[config.mk]
export PLATFORM = sky130hd
export DESIGN_NAME = usart_receiver_spi_select
export DESIGN_NICKNAME = d
export VERILOG_FILES = /design/src/hdl/usart_rx_pkg.sv /design/src/hdl/usart_receiver_spi_select.sv
export SDC_FILE = /design/constraint.sdc
export NUM_CORES = 1
export LEC_CHECK = 0
export BUFFER_PORTS_ARGS = -buffer_cell sky130_fd_sc_hd__buf_4
export CORE_MARGIN = 2
export CORE_UTILIZATION = 50
export CTS_BUF_LIST = sky130_fd_sc_hd__clkbuf_8
export DETAILED_ROUTE_END_ITERATION = 16
export PLACE_DENSITY = 0.73
export SLEW_MARGIN = 20
export SYNTH_ARGS = -nofsm -noshare
export SYNTH_HDL_FRONTEND = slang
export SYNTH_SLANG_ARGS = --single-unit
[constraint.sdc]
create_clock -name clock_in -period 7.49 [get_ports clock_in]
set_input_delay 1.498 -clock clock_in [delete_from_list [all_inputs] [get_ports clock_in]]
set_output_delay 1.498 -clock clock_in [all_outputs]
set_load 0.01 [all_outputs]
[src/hdl/usart_rx_pkg.sv]
package usart_rx_pkg;

    // Operating modes of the mode select field
    localparam logic [1:0] MODE_ASYNC = 2'h0;
    localparam logic [1:0] MODE_SYNC = 2'h1;
    localparam logic [1:0] MODE_SPI = 2'h3;

    // Character size codes
    localparam logic [2:0] SIZE_EIGHT = 3'h3;
    localparam logic [2:0] SIZE_NINE = 3'h7;
    localparam logic [3:0] BITS_BASE = 4'h5;
    localparam logic [3:0] BITS_EIGHT = 4'h8;
    localparam logic [3:0] BITS_NINE = 4'h9;
    localparam logic [3:0] SPI_BITS = 4'h8;
    localparam logic [3:0] SPI_TOP_INDEX = 4'h7;

    // Oversampling ratios and centre sample positions
    localparam logic [4:0] OS_NORMAL = 5'h10;
    localparam logic [4:0] OS_DOUBLE = 5'h08;
    localparam logic [4:0] NORMAL_S0 = 5'h08;
    localparam logic [4:0] NORMAL_S1 = 5'h09;
    localparam logic [4:0] NORMAL_S2 = 5'h0A;
    localparam logic [4:0] DOUBLE_S0 = 5'h04;
    localparam logic [4:0] DOUBLE_S1 = 5'h05;
    localparam logic [4:0] DOUBLE_S2 = 5'h06;
    localparam logic [1:0] VOTE_MAJORITY = 2'h2;

    // Receive buffer depth and reset values
    localparam logic [1:0] BUF_FULL = 2'h2;
    localparam logic [1:0] BUF_EMPTY = 2'h0;
    localparam logic [8:0] DATA_RESET = 9'h000;
    localparam logic [7:0] BAUD_RESET = 8'h00;

    // Configuration bits software sets up before reception
    typedef struct packed {
        logic [1:0] mode;
        logic [2:0] char_size;
        logic parity_enable;
        logic parity_odd;
        logic double_speed;
        logic master;
        logic clock_polarity;
        logic lsb_first;
        logic slave_select_out_enable;
        logic rx_complete_irq_enable;
        logic global_irq_enable;
        logic [7:0] baud_div;
    } rx_config_type;

    // One receive buffer entry with its own error flags
    typedef struct packed {
        logic [8:0] data;
        logic frame_error;
        logic overrun;
        logic parity_error;
    } rx_entry_type;

    // Receiver states, one-hot
    typedef enum logic [4:0] {
        ST_IDLE = 5'h01,
        ST_START = 5'h02,
        ST_DATA = 5'h04,
        ST_PARITY = 5'h08,
        ST_STOP = 5'h10
    } rx_state_type;

endpackage : usart_rx_pkg

[src/hdl/usart_receiver_spi_select.sv]
`timescale 1ns/1ns
module usart_receiver_spi_select (
    input wire logic clock_in,
    input wire logic reset_in,
    input wire logic rx_enable_bit_in, // Receiver enable
    input wire usart_rx_pkg::rx_config_type config_in, // Static configuration
    input wire logic rx_data_pin_in, // Serial receive line
    input wire logic serial_clock_pin_in, // Serial clock in sync and SPI modes
    input wire logic slave_select_pin_n_in, // Active-low slave select
    input wire logic data_read_in, // One-cycle read of the data buffer
    output logic [7:0] data_buffer_reg_out,
    output logic rx_ninth_bit_out,
    output logic frame_error_flag_out,
    output logic overrun_flag_out,
    output logic parity_error_flag_out,
    output logic rx_complete_flag_out,
    output logic rx_irq_out,
    output logic rx_pin_claim_out,
    output logic slave_select_pin_out,
    output logic slave_select_pin_oe_out
);

    // Mode decode
    logic is_async; // Oversampled asynchronous mode
    logic is_spi; // SPI mode, fixed eight bits
    logic spi_selected; // Master, or slave with select low
    logic [3:0] frame_bits; // Data bits per character
    logic [4:0] os_ratio; // Samples per bit
    logic [4:0] pos_a;
    logic [4:0] pos_b;
    logic [4:0] pos_c;

    // Oversampling tick generator
    logic [7:0] baud_cnt_reg;
    logic os_tick;

    // Line and clock history
    logic line_prev_reg; // Line at previous oversample tick
    logic sclk_prev_reg;
    logic sample_edge;

    // Bit timing and voting
    logic [4:0] sample_cnt_reg;
    logic [4:0] sample_num;
    logic [1:0] high_votes_reg;
    logic vote_high;
    logic bit_strobe; // Bit value decided now
    logic bit_end; // Bit period over
    logic bit_value;

    // Frame assembly
    usart_rx_pkg::rx_state_type state_reg;
    logic [3:0] bit_idx_reg;
    logic [3:0] bit_pos;
    logic [8:0] shift_reg;
    logic [8:0] spi_word; // Shift register with the bit arriving now in place
    logic parity_bit_reg;
    logic parity_bad;
    logic frame_done_reg;
    usart_rx_pkg::rx_entry_type frame_entry_reg;

    // Receive buffer
    usart_rx_pkg::rx_entry_type entry_reg [2];
    usart_rx_pkg::rx_entry_type head_entry;
    logic head_reg;
    logic [1:0] count_reg;
    logic lost_reg; // Frames dropped until next read
    logic pop;
    logic push;
    logic overrun_now;
    logic tail;

    // Output flops
    logic [7:0] data_out_reg;
    logic ninth_out_reg;
    logic fe_out_reg;
    logic dor_out_reg;
    logic pe_out_reg;
    logic rxc_out_reg;
    logic irq_out_reg;
    logic claim_reg;
    logic ss_out_reg;
    logic ss_oe_reg;

    // Mode and format decode
    always_comb
    begin
        is_async = (config_in.mode == usart_rx_pkg::MODE_ASYNC);
        is_spi = (config_in.mode == usart_rx_pkg::MODE_SPI);
        spi_selected = config_in.master | ~slave_select_pin_n_in;
        if (is_spi)
        begin
            frame_bits = usart_rx_pkg::SPI_BITS;
        end
        else if (config_in.char_size == usart_rx_pkg::SIZE_NINE)
        begin
            frame_bits = usart_rx_pkg::BITS_NINE;
        end
        else if (config_in.char_size > usart_rx_pkg::SIZE_EIGHT)
        begin
            // Reserved sizes fall back to eight bits
            frame_bits = usart_rx_pkg::BITS_EIGHT;
        end
        else
        begin
            frame_bits = usart_rx_pkg::BITS_BASE + {1'b0, config_in.char_size};
        end
        if (config_in.double_speed)
        begin
            os_ratio = usart_rx_pkg::OS_DOUBLE;
            pos_a = usart_rx_pkg::DOUBLE_S0;
            pos_b = usart_rx_pkg::DOUBLE_S1;
            pos_c = usart_rx_pkg::DOUBLE_S2;
        end
        else
        begin
            os_ratio = usart_rx_pkg::OS_NORMAL;
            pos_a = usart_rx_pkg::NORMAL_S0;
            pos_b = usart_rx_pkg::NORMAL_S1;
            pos_c = usart_rx_pkg::NORMAL_S2;
        end
    end

    // Oversample tick: one every baud_div + 1 clocks
    always_ff @(posedge clock_in)
    begin
        if (reset_in || !rx_enable_bit_in || baud_cnt_reg == usart_rx_pkg::BAUD_RESET)
        begin
            baud_cnt_reg <= config_in.baud_div;
        end
        else
        begin
            baud_cnt_reg <= baud_cnt_reg - 8'h01;
        end
    end

    assign os_tick = rx_enable_bit_in && is_async && (baud_cnt_reg == usart_rx_pkg::BAUD_RESET);

    // Line and serial clock history
    always_ff @(posedge clock_in)
    begin
        if (reset_in)
        begin
            line_prev_reg <= 1'b1; // Idle line is high
            sclk_prev_reg <= 1'b0;
        end
        else
        begin
            if (os_tick)
            begin
                line_prev_reg <= rx_data_pin_in;
            end
            sclk_prev_reg <= serial_clock_pin_in;
        end
    end

    // Sampling edge: falling with polarity low, rising with polarity high
    assign sample_edge = config_in.clock_polarity ? (serial_clock_pin_in & ~sclk_prev_reg)
                                                  : (~serial_clock_pin_in & sclk_prev_reg);

    // Bit decision; a glitch on one centre sample is outvoted
    always_comb
    begin
        sample_num = sample_cnt_reg + 5'h01;
        vote_high = ({1'b0, high_votes_reg} + {2'b00, rx_data_pin_in}) >= {1'b0, usart_rx_pkg::VOTE_MAJORITY};
        if (is_async)
        begin
            bit_strobe = os_tick && (sample_num == pos_c);
            bit_end = os_tick && (sample_num == os_ratio);
            bit_value = vote_high;
        end
        else
        begin
            bit_strobe = sample_edge;
            bit_end = sample_edge;
            bit_value = rx_data_pin_in;
        end
        // MSB-first SPI fills from the top
        if (is_spi && !config_in.lsb_first)
        begin
            bit_pos = usart_rx_pkg::SPI_TOP_INDEX - bit_idx_reg;
        end
        else
        begin
            bit_pos = bit_idx_reg;
        end
        // The last SPI bit lands at bit_pos, which is the top bit when LSB first
        spi_word = shift_reg;
        spi_word[bit_pos] = bit_value;
        // Even parity is the XOR of the data bits, odd inverts it
        parity_bad = ((^shift_reg) ^ config_in.parity_odd) != parity_bit_reg;
    end

    // Sample counter and vote accumulator, restarted by each start
    always_ff @(posedge clock_in)
    begin
        if (reset_in || !rx_enable_bit_in || state_reg == usart_rx_pkg::ST_IDLE)
        begin
            // A detected start edge counts as sample one
            sample_cnt_reg <= 5'h01;
            high_votes_reg <= 2'h0;
        end
        else if (os_tick)
        begin
            if (sample_num == os_ratio)
            begin
                sample_cnt_reg <= 5'h00;
                high_votes_reg <= 2'h0;
            end
            else
            begin
                sample_cnt_reg <= sample_num;
                if ((sample_num == pos_a || sample_num == pos_b) && rx_data_pin_in)
                begin
                    high_votes_reg <= high_votes_reg + 2'h1;
                end
            end
        end
    end

    // Receive state machine
    always_ff @(posedge clock_in)
    begin
        frame_done_reg <= 1'b0;
        if (reset_in || !rx_enable_bit_in)
        begin
            // Disable abandons a frame in progress at once
            state_reg <= usart_rx_pkg::ST_IDLE;
            bit_idx_reg <= 4'h0;
            shift_reg <= usart_rx_pkg::DATA_RESET;
            parity_bit_reg <= 1'b0;
            frame_entry_reg <= '0;
        end
        else if (is_spi && !spi_selected)
        begin
            // Slave deselected: drop any partial byte
            state_reg <= usart_rx_pkg::ST_IDLE;
            bit_idx_reg <= 4'h0;
        end
        else
        begin
            case (state_reg)
                usart_rx_pkg::ST_IDLE:
                begin
                    bit_idx_reg <= 4'h0;
                    if (is_async && os_tick && line_prev_reg && !rx_data_pin_in)
                    begin
                        shift_reg <= usart_rx_pkg::DATA_RESET;
                        state_reg <= usart_rx_pkg::ST_START;
                    end
                    else if (is_spi && sample_edge)
                    begin
                        // SPI has no start bit: first edge carries data
                        shift_reg <= {8'h00, 1'b0};
                        shift_reg[bit_pos] <= rx_data_pin_in;
                        bit_idx_reg <= 4'h1;
                        state_reg <= usart_rx_pkg::ST_DATA;
                    end
                    else if (!is_async && !is_spi && sample_edge && !rx_data_pin_in)
                    begin
                        shift_reg <= usart_rx_pkg::DATA_RESET;
                        state_reg <= usart_rx_pkg::ST_DATA;
                    end
                end
                usart_rx_pkg::ST_START:
                begin
                    if (bit_strobe && bit_value)
                    begin
                        // Majority high: noise, not a start bit
                        state_reg <= usart_rx_pkg::ST_IDLE;
                    end
                    else if (bit_end)
                    begin
                        state_reg <= usart_rx_pkg::ST_DATA;
                    end
                end
                usart_rx_pkg::ST_DATA:
                begin
                    if (bit_strobe)
                    begin
                        shift_reg[bit_pos] <= bit_value;
                    end
                    if (bit_end)
                    begin
                        bit_idx_reg <= bit_idx_reg + 4'h1;
                        if (bit_idx_reg + 4'h1 == frame_bits)
                        begin
                            if (is_spi)
                            begin
                                state_reg <= usart_rx_pkg::ST_IDLE;
                                frame_done_reg <= 1'b1;
                                frame_entry_reg <= '{data: {1'b0, spi_word[7:0]},
                                                     frame_error: 1'b0, overrun: 1'b0, parity_error: 1'b0};
                            end
                            else if (config_in.parity_enable)
                            begin
                                state_reg <= usart_rx_pkg::ST_PARITY;
                            end
                            else
                            begin
                                state_reg <= usart_rx_pkg::ST_STOP;
                            end
                        end
                    end
                end
                usart_rx_pkg::ST_PARITY:
                begin
                    if (bit_strobe)
                    begin
                        parity_bit_reg <= bit_value;
                    end
                    if (bit_end)
                    begin
                        state_reg <= usart_rx_pkg::ST_STOP;
                    end
                end
                usart_rx_pkg::ST_STOP:
                begin
                    if (bit_strobe)
                    begin
                        // Decided mid-bit so a following start is not missed
                        state_reg <= usart_rx_pkg::ST_IDLE;
                        frame_done_reg <= 1'b1;
                        frame_entry_reg.data <= shift_reg;
                        frame_entry_reg.frame_error <= ~bit_value;
                        frame_entry_reg.overrun <= 1'b0;
                        frame_entry_reg.parity_error <= config_in.parity_enable & parity_bad;
                    end
                end
                default:
                begin
                    state_reg <= usart_rx_pkg::ST_IDLE;
                end
            endcase
        end
    end

    // Buffer control terms
    assign pop = data_read_in && (count_reg != usart_rx_pkg::BUF_EMPTY);
    assign push = frame_done_reg && (!lost_reg || pop) && (count_reg != usart_rx_pkg::BUF_FULL || pop);
    assign overrun_now = frame_done_reg && !push;
    // Free slot is head plus occupancy; a read in the same cycle does not move it
    assign tail = head_reg ^ count_reg[0];

    // Buffer occupancy, head and overrun hold
    always_ff @(posedge clock_in)
    begin
        if (reset_in || !rx_enable_bit_in)
        begin
            count_reg <= usart_rx_pkg::BUF_EMPTY;
            head_reg <= 1'b0;
            lost_reg <= 1'b0;
        end
        else
        begin
            count_reg <= count_reg + {1'b0, push} - {1'b0, pop};
            if (pop)
            begin
                head_reg <= ~head_reg;
            end
            // A frame in the same cycle as a read is stored, not lost
            if (overrun_now)
            begin
                lost_reg <= 1'b1;
            end
            else if (pop)
            begin
                lost_reg <= 1'b0;
            end
        end
    end

    // Buffer entries: data and flags written together on a push; the overrun mark is set on its own later
    for (genvar i = 0; i < 2; i++)
    begin : g_entry
        always_ff @(posedge clock_in)
        begin
            if (reset_in || !rx_enable_bit_in)
            begin
                entry_reg[i] <= '0;
            end
            else if (push && tail == 1'(i))
            begin
                entry_reg[i] <= frame_entry_reg;
            end
            else if (overrun_now && head_reg != 1'(i))
            begin
                // Newest entry carries the overrun mark
                entry_reg[i].overrun <= 1'b1;
            end
        end
    end

    assign head_entry = head_reg ? entry_reg[1] : entry_reg[0];

    // Registered status and pins
    always_ff @(posedge clock_in)
    begin
        if (reset_in)
        begin
            data_out_reg <= 8'h00;
            ninth_out_reg <= 1'b0;
            fe_out_reg <= 1'b0;
            dor_out_reg <= 1'b0;
            pe_out_reg <= 1'b0;
            rxc_out_reg <= 1'b0;
            irq_out_reg <= 1'b0;
            claim_reg <= 1'b0;
            ss_out_reg <= 1'b1;
            ss_oe_reg <= 1'b0;
        end
        else
        begin
            data_out_reg <= head_entry.data[7:0];
            ninth_out_reg <= head_entry.data[8];
            fe_out_reg <= head_entry.frame_error;
            dor_out_reg <= head_entry.overrun;
            pe_out_reg <= head_entry.parity_error & config_in.parity_enable;
            rxc_out_reg <= (count_reg != usart_rx_pkg::BUF_EMPTY);
            irq_out_reg <= (count_reg != usart_rx_pkg::BUF_EMPTY) && config_in.rx_complete_irq_enable
                           && config_in.global_irq_enable;
            claim_reg <= rx_enable_bit_in;
            ss_oe_reg <= is_spi && config_in.master && config_in.slave_select_out_enable;
            ss_out_reg <= (state_reg == usart_rx_pkg::ST_IDLE);
        end
    end

    assign data_buffer_reg_out = data_out_reg;
    assign rx_ninth_bit_out = ninth_out_reg;
    assign frame_error_flag_out = fe_out_reg;
    assign overrun_flag_out = dor_out_reg;
    assign parity_error_flag_out = pe_out_reg;
    assign rx_complete_flag_out = rxc_out_reg;
    assign rx_irq_out = irq_out_reg;
    assign rx_pin_claim_out = claim_reg;
    assign slave_select_pin_out = ss_out_reg;
    assign slave_select_pin_oe_out = ss_oe_reg;
endmodule : usart_receiver_spi_select

== Yosys cells after proc, flatten, opt, wreduce, memory -nomap -nowiden ==
Memory sizes are Yosys's and may differ from the RTL's.
Index checks and enable logic that the tools add are counted.
Word-level totals
  register bits: 70
  memory bits (writable): 24
  bits of input ports: 29
  output and inout bits: 17
  memories kept: 1
Memory list
  entry_reg: words 2, bits a word 12, read ports 2, clocked after memory_dff 0, wr ports 2, RTL line usart_receiver_spi_select.sv:63  | usart_rx_pkg::rx_entry_type entry_reg [2];
Operators by class
  $add $sub $neg: 9
  $lt $le $gt $ge: 4
  equality and inequality tests: 22
  mux-type cells: 73
  bitwise gates (word level): 19
  reductions and logical operators: 57
Operators by type and width (count)
  12-bit two-way mux: 7
  5-bit two-way mux: 13
  9-bit two-way mux: 4
  4-bit two-way mux: 8
  1-bit two-way mux: 31
  1-bit logical AND: 28
  5-bit one-hot mux with 5 select lines: 1
  12-bit one-hot mux with 2 select lines: 1
  5-bit == test: 4
  9-bit one-hot mux with 2 select lines: 1
  2-bit != test (second input constant): 7
  6-bit AND reduction: 2
  2-bit nonzero test: 5
  9-bit AND: 1
  9-bit bitwise mux: 1
  9-bit parity: 1
  1-bit zero test: 8
  8-bit zero test: 1
  8-bit two-way mux: 1
  4-bit one-hot mux with 2 select lines: 1
  8-bit by 1-bit subtractor with 8-bit output (second input constant): 1
  1-bit inverter: 7
  1-bit logical OR: 6
  5-bit by 1-bit adder with 5-bit output (second input constant): 1
  other kinds (33): 43

== Logic depth before layout (Yosys ltp) ==
Gate-level depths: netlist (run 1).
  depth after elaboration: 13
  depth in mapped cells: 11
  depth with buffers taken out: 9

== Worst setup path before layout (run 1) ==
Ideal clock, no wire load.
  path kind: input to register
  start: input config_in[20] (netlist bit)
  end: register frame_entry_reg[11] (netlist bit)
  setup time: 0.117 ns
  data arrival time: 3.479 ns
  slack: 3.894 ns
  stages on the path: 10
  cells stage by stage: inv_1 -> ha_1 -> clkbuf_1 -> nand2_1 -> nor4_4 -> nand4_1 -> and2_1 -> o31ai_2 -> nand2_4 -> a32o_1
Between the ends
  longest elaborated chain between the ends: 7
  elaborated cells between the ends (all ways): 17
  classes of those cells: eq/ne: 6; mux: 3; bitwise: 1; reduce/logical: 7
Ends and longest elaborated chain
  start, declared: RTL line usart_receiver_spi_select.sv:6  | input wire usart_rx_pkg::rx_config_type config_in,
  branches (longest 6 deep; another with 4-bit two-way mux)
  6-bit AND reduction (no line) *
  end signal, assigned: RTL line usart_receiver_spi_select.sv:292  | frame_entry_reg <= '{data: {1'b0, spi_word[7:0]},
  end, declared: RTL line usart_receiver_spi_select.sv:60  | usart_rx_pkg::rx_entry_type frame_entry_reg;
Mark *: on every way between the ends.
A chain may end at the register's enable or synchronous reset.

== Worst setup path after layout (run 1) ==
  start: input config_in[17] (netlist bit)
  end: register state_reg[0]
Between the ends
  longest elaborated chain between the ends: 7
  elaborated cells between the ends (all ways): 9
  classes of those cells: add/sub: 1; order compare: 1; eq/ne: 3; mux: 3; reduce/logical: 1
Ends and longest elaborated chain
  3-bit by 3-bit adder with 4-bit output / 3-bit by 2-bit greater-than comparator with 1-bit output (equally long branches): RTL line usart_receiver_spi_select.sv:106, usart_receiver_spi_select.sv:99
  4-bit two-way mux: RTL line usart_receiver_spi_select.sv:99  | else if (config_in.char_size > usart_rx_pkg::SIZE_EIGHT)
  4-bit two-way mux *: RTL line usart_receiver_spi_select.sv:95  | else if (config_in.char_size == usart_rx_pkg::SIZE_NINE)
  4-bit two-way mux *: RTL line usart_receiver_spi_select.sv:91  | if (is_spi)
  4-bit == test *: RTL line usart_receiver_spi_select.sv:286  | if (bit_idx_reg + 4'h1 == frame_bits)
  2-bit != test (no line) *
  6-bit AND reduction (no line) *
  end signal, assigned: RTL line usart_receiver_spi_select.sv:290  | state_reg <= usart_rx_pkg::ST_IDLE;
  end signal, assigned: RTL line usart_receiver_spi_select.sv:297  | state_reg <= usart_rx_pkg::ST_PARITY;
  end signal, assigned: RTL line usart_receiver_spi_select.sv:301  | state_reg <= usart_rx_pkg::ST_STOP;
  end, declared: RTL line usart_receiver_spi_select.sv:52  | usart_rx_pkg::rx_state_type state_reg;
Mark *: on every way between the ends. The rest lies on a longest branch, timed or not.

==> results of run 1 <==
==> power by group <==
group	internal (mW)	switching [mW]
Combinational	0.0413	0.0589
Sequential	0.528	0.00875
Clock	0.133	0.207
Total	0.702	0.274
==> worst min-delay path: stages, from the launching register on <==
cell and delay, ps:
dfxtp_1 330, nand2_1 50, mux2i_1 50
==> how the worst min path moves through the flow <==
stage | start | endpoint | slack, ps
after floorplan | line_prev_reg | line_prev_reg | 430
after global placement | line_prev_reg | line_prev_reg | 440
after detailed placement | line_prev_reg | line_prev_reg | 440
after CTS | line_prev_reg | line_prev_reg | 480
after global routing | frame_entry_reg[8] | frame_entry_reg[8] | 500
final | frame_entry_reg[9] | frame_entry_reg[9] | 470
==> area by class of cell <==
cell class | count | share of cell area [%]
Clock inverter | 7 | 1.36
Clock buffer | 9 | 2.21
Sequential cell | 93 | 37.6
Inverter | 18 | 1.21
Timing Repair Buffer | 49 | 6.57
Multi-Input combinational cell | 413 | 48.1
Tap cell | 133 | 2.97
==> kinds of logic after synthesis <==
kind of cell	count (synthesis)	share of synthesized area (%)
AOI/OAI and AO/OA	125	16.7
DFF	93	42.3
and+or+nand+nor	223	24.4
muxes	26	5.31
xor gates and xnor gates	27	4.76
adders and majority gates	12	3.02
buffers and inverters	45	3.57
==> per-layer routing <==
metal	part of all wire [%]	wire [um]	global-route usage, %
met5	0	0	0
met4	1.1	121	5.31
met3	5.3	569	5.03
met2	48	5190	35.8
met1	45	4870	25.4
==> through the flow <==
step	setup slack [ps]	area (um2)	instances	power, mW
floorplan	3890	4970	551	0.611
global placement	3420	5400	706	0.643
detailed placement	3300	5400	706	0.647
CTS	3690	5600	722	0.983
global route	3460	5600	722	1.02
finish	3640	5600	722	0.976
==> cells in the final DEF (no fill, tap or decap), drive strengths merged, types with 4 or more instances in the layout <==
master and count:
nand2 50, and3 7, nand3 15, nor3b 5
xnor2 21, a31oi 5, edfxtp 24, dfxtp 69
buf 49, nor4 5, clkbuf 9, inv 22
nor2b 7, a211oi 5, a311oi 4, nor2 39
a21oi 38, o31ai 4, a311o 5, xor2 6
nor3 19, or3 5, nand3b 8, nand2b 8
ha 12, mux2i 23, or4 5, o21ai 32
o211ai 7, and2 30, nand4 8
==> flow_summary_export.csv, run 1 <==
group,metric,value,unit
outcome,status,"complete, no violations",
die,core_region_area,9730,um2
placement,io_buffers,45,
die,die_area,10800,um2
timing,worst_pin_slew,957,ps
worst_hold_path,hold_class,"register to register",
cells_and_area,drive_gt1_share,14.3,%
worst_setup_path,r2r_end,"frame_entry_reg[11]",
global_routing,grt_pass1_wl,18.3,mm
clock_tree,postCtsResizedCells,0,
worst_setup_path,criticalPathCategory,"input pin to register",
detailed_routing,drtIter0Drc,328,
worst_setup_path,cpPeakStageDelay,640,ps
detailed_routing,post_drt_wl_per_cell,14.9,um
worst_setup_path,cp_top_family,"simple AND/OR/NAND/NOR gates",
clock_tree,cts_hold_buf,0,
timing,layout_min_cycle_time,3850,ps
cells_and_area,largest_register_ffs,24,
logic_synthesis,avgSynthCellArea,9.02,um2
logic_synthesis,syn_nets,592,
logic_synthesis,ys_seq_elements,93,
die,pin_count,46,
placement,routabilityCongestion,0.852,
timing,tns,0,ps
worst_setup_path,crit_path_top_delay_cell,"nor4_1",
logic_synthesis,yosys.area.top_type_share,27.8,%
clock_tree,clock-root-buffer,"clkbuf_8",
logic_synthesis,ys_types,65,
logic_synthesis,ys_warn_count,0,
detailed_routing,detail_route.first_pass.iterations,5,
clock_tree,cts_made_buffers,9,
die,die_h,104,um
logic_synthesis,yosysTopAreaCell,"dfxtp_1",
cells_and_area,diodes,0,
power,p_leak,2.09,nW
timing,hold_viol_final,0,
worst_setup_path,cp.depth,10,
cells_and_area,multi_input_area,2690,um2
clock_tree,h-tree-depth,3,
logic_synthesis,postSynthCellCount,551,
timing,clock_skew,9.29,ps
placement,dpl.hpwl,7.76,mm
worst_setup_path,crit_end,"state_reg[0]",
detailed_routing,vias,4195,
cells_and_area,nets,625,
die,start_util,51.1,%
clock_tree,cts.sinks,93,
timing,layout_worst_path_cycle_share,51.4,%
clock_tree,clk_pin_slew_worst_paths,100,ps
worst_setup_path,path_buf_inv,1,
die,rows,36,
cells_and_area,seq_area,2100,um2
cells_and_area,area_delta_synth_final,12.6,%
cells_and_area,nFillCells,893,
power,ir_worst_vdd,0.0000974,V
logic_synthesis,synth-seq-area-share,42.3,%
worst_setup_path,critical_path_required,7800,ps
global_routing,grt_max_degree,31,
logic_synthesis,synth.most_common_cell,"dfxtp_1",
job,cap_viol_max_count,0,
timing,holdWs,473,ps
cells_and_area,post-route-util,57.5,%
worst_setup_path,worstPathArrival,4160,ps
logic_synthesis,synth_area,4970,um2
clock_tree,clk_latency,380,ps
logic_synthesis,synthFlopType,"dfxtp_1",
logic_synthesis,synth_commonest_cells,"dfxtp_1 (69), nand2_1 (49), nor2_1 (39)",
clock_tree,cts_tree,"yes",
timing,slew_violations,0,
worst_setup_path,crit_path_start,"config_in[17]",
clock_tree,post_cts_buffers,0,
worst_hold_path,min_path_cells,2,
timing,finalSetupViolCount,0,
worst_setup_path,reg2reg_depth,7,
logic_synthesis,synth-edff-count,24,
worst_setup_path,endpoint_kind,"register",
timing,timing.fmax,260,MHz
detailed_routing,drc_errors,0,
die,die_w,104,um
timing,grt_setup_unrepaired,"no",
detailed_routing,drt_wl_total,10.7,mm
global_routing,antenna_found_initial,0,
logic_synthesis,synth_area_leaders,"dfxtp_1 (28%), edfxtp_1 (14%), mux2i_1 (4.6%)",
global_routing,grtUsageTotal,20.5,%
worst_setup_path,cp-start-kind,"input pin",
timing,max_slew_margin,36.1,%
worst_setup_path,r2r_start,"baud_cnt_reg[3]",
detailed_routing,viasPerCell,5.81,
worst_setup_path,reg2reg_slack,4390,ps
detailed_routing,ant_nets,0,
logic_synthesis,synthArstFlopShare,0,%
clock_tree,cts_buffer_depth,2,
global_routing,first_global_vias,3918,
worst_setup_path,crit_path_cell_trace,"buf_4, ha_1, ha_1, or2_2, a211oi_1, o21ai_0, nor4_1, o21ai_0, nand3_1, mux2i_1",
power,powerDensity,174,nW/um2
worst_setup_path,cp_max_fo,5,
global_routing,overflow,0,
(Power assumes the default switching activity.)
==> run 2: changes to the inputs <==
ABC_AREA = 1   (was default)
clock period = 3.8 ns   (was 7.49 ns; I/O delays follow)
==> run 2 against run 1 <==
  * Final cell count increased by 13%
  * Hold slack improved by 1.3 ps
  * Register-to-register slack worse by 2800 ps
  * First-iteration DRC count down 38%
  * Power is 100% higher
  * Die area fell by 2.8%
  * Wire length decreased by 6.1%
  * Critical endpoint is now frame_entry_reg[7]
  * Clock-buffer cell count did not move
  * Clock power is 97% higher
==> flow_summary_export.csv, run 2 <==
group,metric,value,unit
outcome,status,"complete, no violations",
placement,io_buffers,45,
worst_setup_path,criticalPathCategory,"input pin to register",
timing,layout_worst_path_cycle_share,62.4,%
worst_setup_path,cp-start-kind,"input pin",
cells_and_area,largest_register_ffs,24,
detailed_routing,detail_route.first_pass.iterations,5,
detailed_routing,wl_met2,4.93,mm
clock_tree,postCtsResizedCells,0,
timing,layout_min_cycle_time,2370,ps
detailed_routing,wl_met3,394,um
detailed_routing,wl_met1,4.62,mm
timing,finalSetupViolCount,0,
logic_synthesis,synth-edff-count,24,
logic_synthesis,synthArstFlopShare,0,%
worst_hold_path,hold_class,"register to register",
clock_tree,post_cts_buffers,0,
cells_and_area,final_common_cell,"nand2_1",
global_routing,grtUsageTotal,21.4,%
logic_synthesis,ys_types,43,
global_routing,grt_pass1_wl,17.8,mm
logic_synthesis,synthFlopType,"dfxtp_1",
worst_setup_path,cp_max_fo,7,
clock_tree,h-tree-depth,3,
logic_synthesis,syn_nets,679,
logic_synthesis,yosys.area.top_type_share,28.6,%
detailed_routing,vias,4093,
cells_and_area,nets,724,
clock_tree,cts_made_buffers,9,
worst_setup_path,reg2reg_slack,1570,ps
power,finalPower,1.97,mW
global_routing,first_global_vias,4053,
worst_setup_path,r2r_end,"shift_reg[2]",
timing,worst_pin_slew,662,ps
worst_setup_path,endpoint_kind,"register",
logic_synthesis,synth_area_leaders,"dfxtp_1 (29%), edfxtp_1 (15%), nand2_1 (10%)",
timing,timing.fmax,422,MHz
detailed_routing,drt_wl_total,10.1,mm
worst_hold_path,holdPathEnd,"frame_entry_reg[10]",
detailed_routing,drtIter0Drc,204,
detailed_routing,drc_errors,0,
logic_synthesis,synth.most_common_cell,"nand2_1",
worst_setup_path,cpPeakStageDelay,350,ps
logic_synthesis,postSynthCellCount,638,
worst_setup_path,reg2reg_depth,16,
clock_tree,clk_pin_slew_worst_paths,110,ps
timing,clock_skew,6.40,ps
timing,hold_viol_final,0,
detailed_routing,ant_nets,0,
power,p_leak,2.31,nW
clock_tree,cts_hold_buf,0,
clock_tree,cts_buffer_depth,2,
worst_setup_path,critical_path_required,4100,ps
timing,slew_violations,0,
detailed_routing,viasPerCell,5.01,
job,cap_viol_max_count,0,
worst_hold_path,hp-start,"frame_entry_reg[10]",
die,die_area,10500,um2
clock_tree,cts_tree,"yes",
worst_hold_path,min_path_cells,2,
clock_tree,clk_latency,370,ps
logic_synthesis,ys_warn_count,0,
clock_tree,clock-root-buffer,"clkbuf_8",
die,die_w,102,um
timing,max_slew_margin,55.8,%
cells_and_area,fin_area,5490,um2
global_routing,grt_max_degree,21,
power,ir_worst_vdd,0.000209,V
die,start_util,51.8,%
detailed_routing,post_drt_wl_per_cell,12.4,um
timing,tns,0,ps
logic_synthesis,synth-seq-area-share,43.5,%
detailed_routing,highest_layer,"met4",
placement,routabilityCongestion,0.884,
global_routing,antenna_found_initial,0,
worst_setup_path,cpMostUsedCell,"nand2_1",
logic_synthesis,synth_commonest_cells,"nand2_1 (129), nor2_1 (107), inv_1 (76)",
worst_setup_path,worstPathArrival,2670,ps
die,pin_count,46,
cells_and_area,area_delta_synth_final,13.7,%
clock_tree,cts.sinks,93,
worst_setup_path,crit_path_top_delay_cell,"ha_1",
timing,grt_setup_unrepaired,"no",
cells_and_area,drive_gt1_share,15.1,%
power,powerDensity,360,nW/um2
worst_setup_path,crit_path_cell_trace,"buf_4, ha_1, nand2_1, xor2_1, inv_1, nor2_1, nand2_1, nor2_1, a21oi_1, o21ai_0, nand2_1, a21oi_1",
global_routing,overflow,0,
placement,place_area,5290,um2
die,rows,35,
cells_and_area,layout_common_cells,"nand2_1 (129), nor2_1 (107), inv_1 (76)",
die,core_region_area,9330,um2
placement,dpl.hpwl,7.51,mm
worst_setup_path,r2r_start,"baud_cnt_reg[0]",
logic_synthesis,synth_area,4830,um2
logic_synthesis,ys_seq_elements,93,
die,die_h,102,um
cells_and_area,diodes,0,
logic_synthesis,yosysTopAreaCell,"dfxtp_1",
logic_synthesis,avgSynthCellArea,7.57,um2
## run 2: changes by cell type after synthesis, sizes merged, moves of 6 or more
cell and delta:
nand2 +88, clkbuf -9, nand3 +21, nor2 +79
nand2b -8, inv +61, xnor2 -8, and3 -6
and2 -30, o21ai +10, nor2b -7, mux2i -23
nor3 -12
## run 2: logic make-up after synthesis
family	Yosys count	share of synthesized area, %
xor gates and xnor gates	22	4.15
and+or+nand+nor	315	29.7
DFF	93	43.5
buffers and inverters	96	7.88
adders and majority gates	12	3.11
AOI/OAI and AO/OA	100	11.6
## run 2: through the flow
step / std cells / utilization [%] / hold WS, ps / worst slack [ps]
CTS: 817 / 58.8 / 478 / 1460
finish: 817 / 58.8 / 475 / 1430
floorplan: 638 / - / 427 / 1180
detailed placement: 801 / 56.7 / 459 / 1080
global placement: 801 / 56.7 / 443 / 1140
global route: 817 / 58.8 / 494 / 1150
## run 2: cell type report
| class | count | area, um2 |
|---|---|---|
| Timing Repair Buffer | 49 | 368 |
| Inverter | 81 | 307 |
| Tap cell | 129 | 161 |
| Sequential cell | 93 | 2100 |
| Clock buffer | 9 | 124 |
| Multi-Input combinational cell | 449 | 2350 |
| Fill cell | 873 | 3840 |
| Clock inverter | 7 | 80.1 |
## run 2: per-layer routing
layer	GRT usage [%]	up-vias
met5	0	-
met4	8.31	0
met3	3.08	12
met2	37.9	90
met1	26.3	1845
li1	-	2146
## run 2: power breakdown
group | switching [mW] | internal (mW) | total, mW | leakage [nW]
Clock | 0.406 | 0.261 | 0.667 | 0.0994
Combinational | 0.153 | 0.0923 | 0.246 | 1.38
Sequential | 0.0175 | 1.04 | 1.06 | 0.829
Total | 0.576 | 1.40 | 1.97 | 2.31
## run 2: worst max-delay path, delay by kind of cell
family | cells | cell delay (ps)
AO/OA/AOI/OAI | 3 | 430
XOR/XNOR | 1 | 250
AND/OR/NAND/NOR | 5 | 710
adder cells (fa/ha/maj) | 1 | 350
buffers and inverters | 2 | 170
## run 2: worst max-delay path by stage
stage                        from                  to  slack [ps]  depth (start not counted)
floorplan            data_read_in     entry_reg[1][1]        1180                          7
CTS                 config_in[20]  frame_entry_reg[3]        1460                         14
detailed placement  config_in[20]  frame_entry_reg[3]        1080                         14
global route        config_in[20]  frame_entry_reg[7]        1150                         12
finish              config_in[20]  frame_entry_reg[7]        1430                         12
global placement    config_in[20]  frame_entry_reg[4]        1140                         15
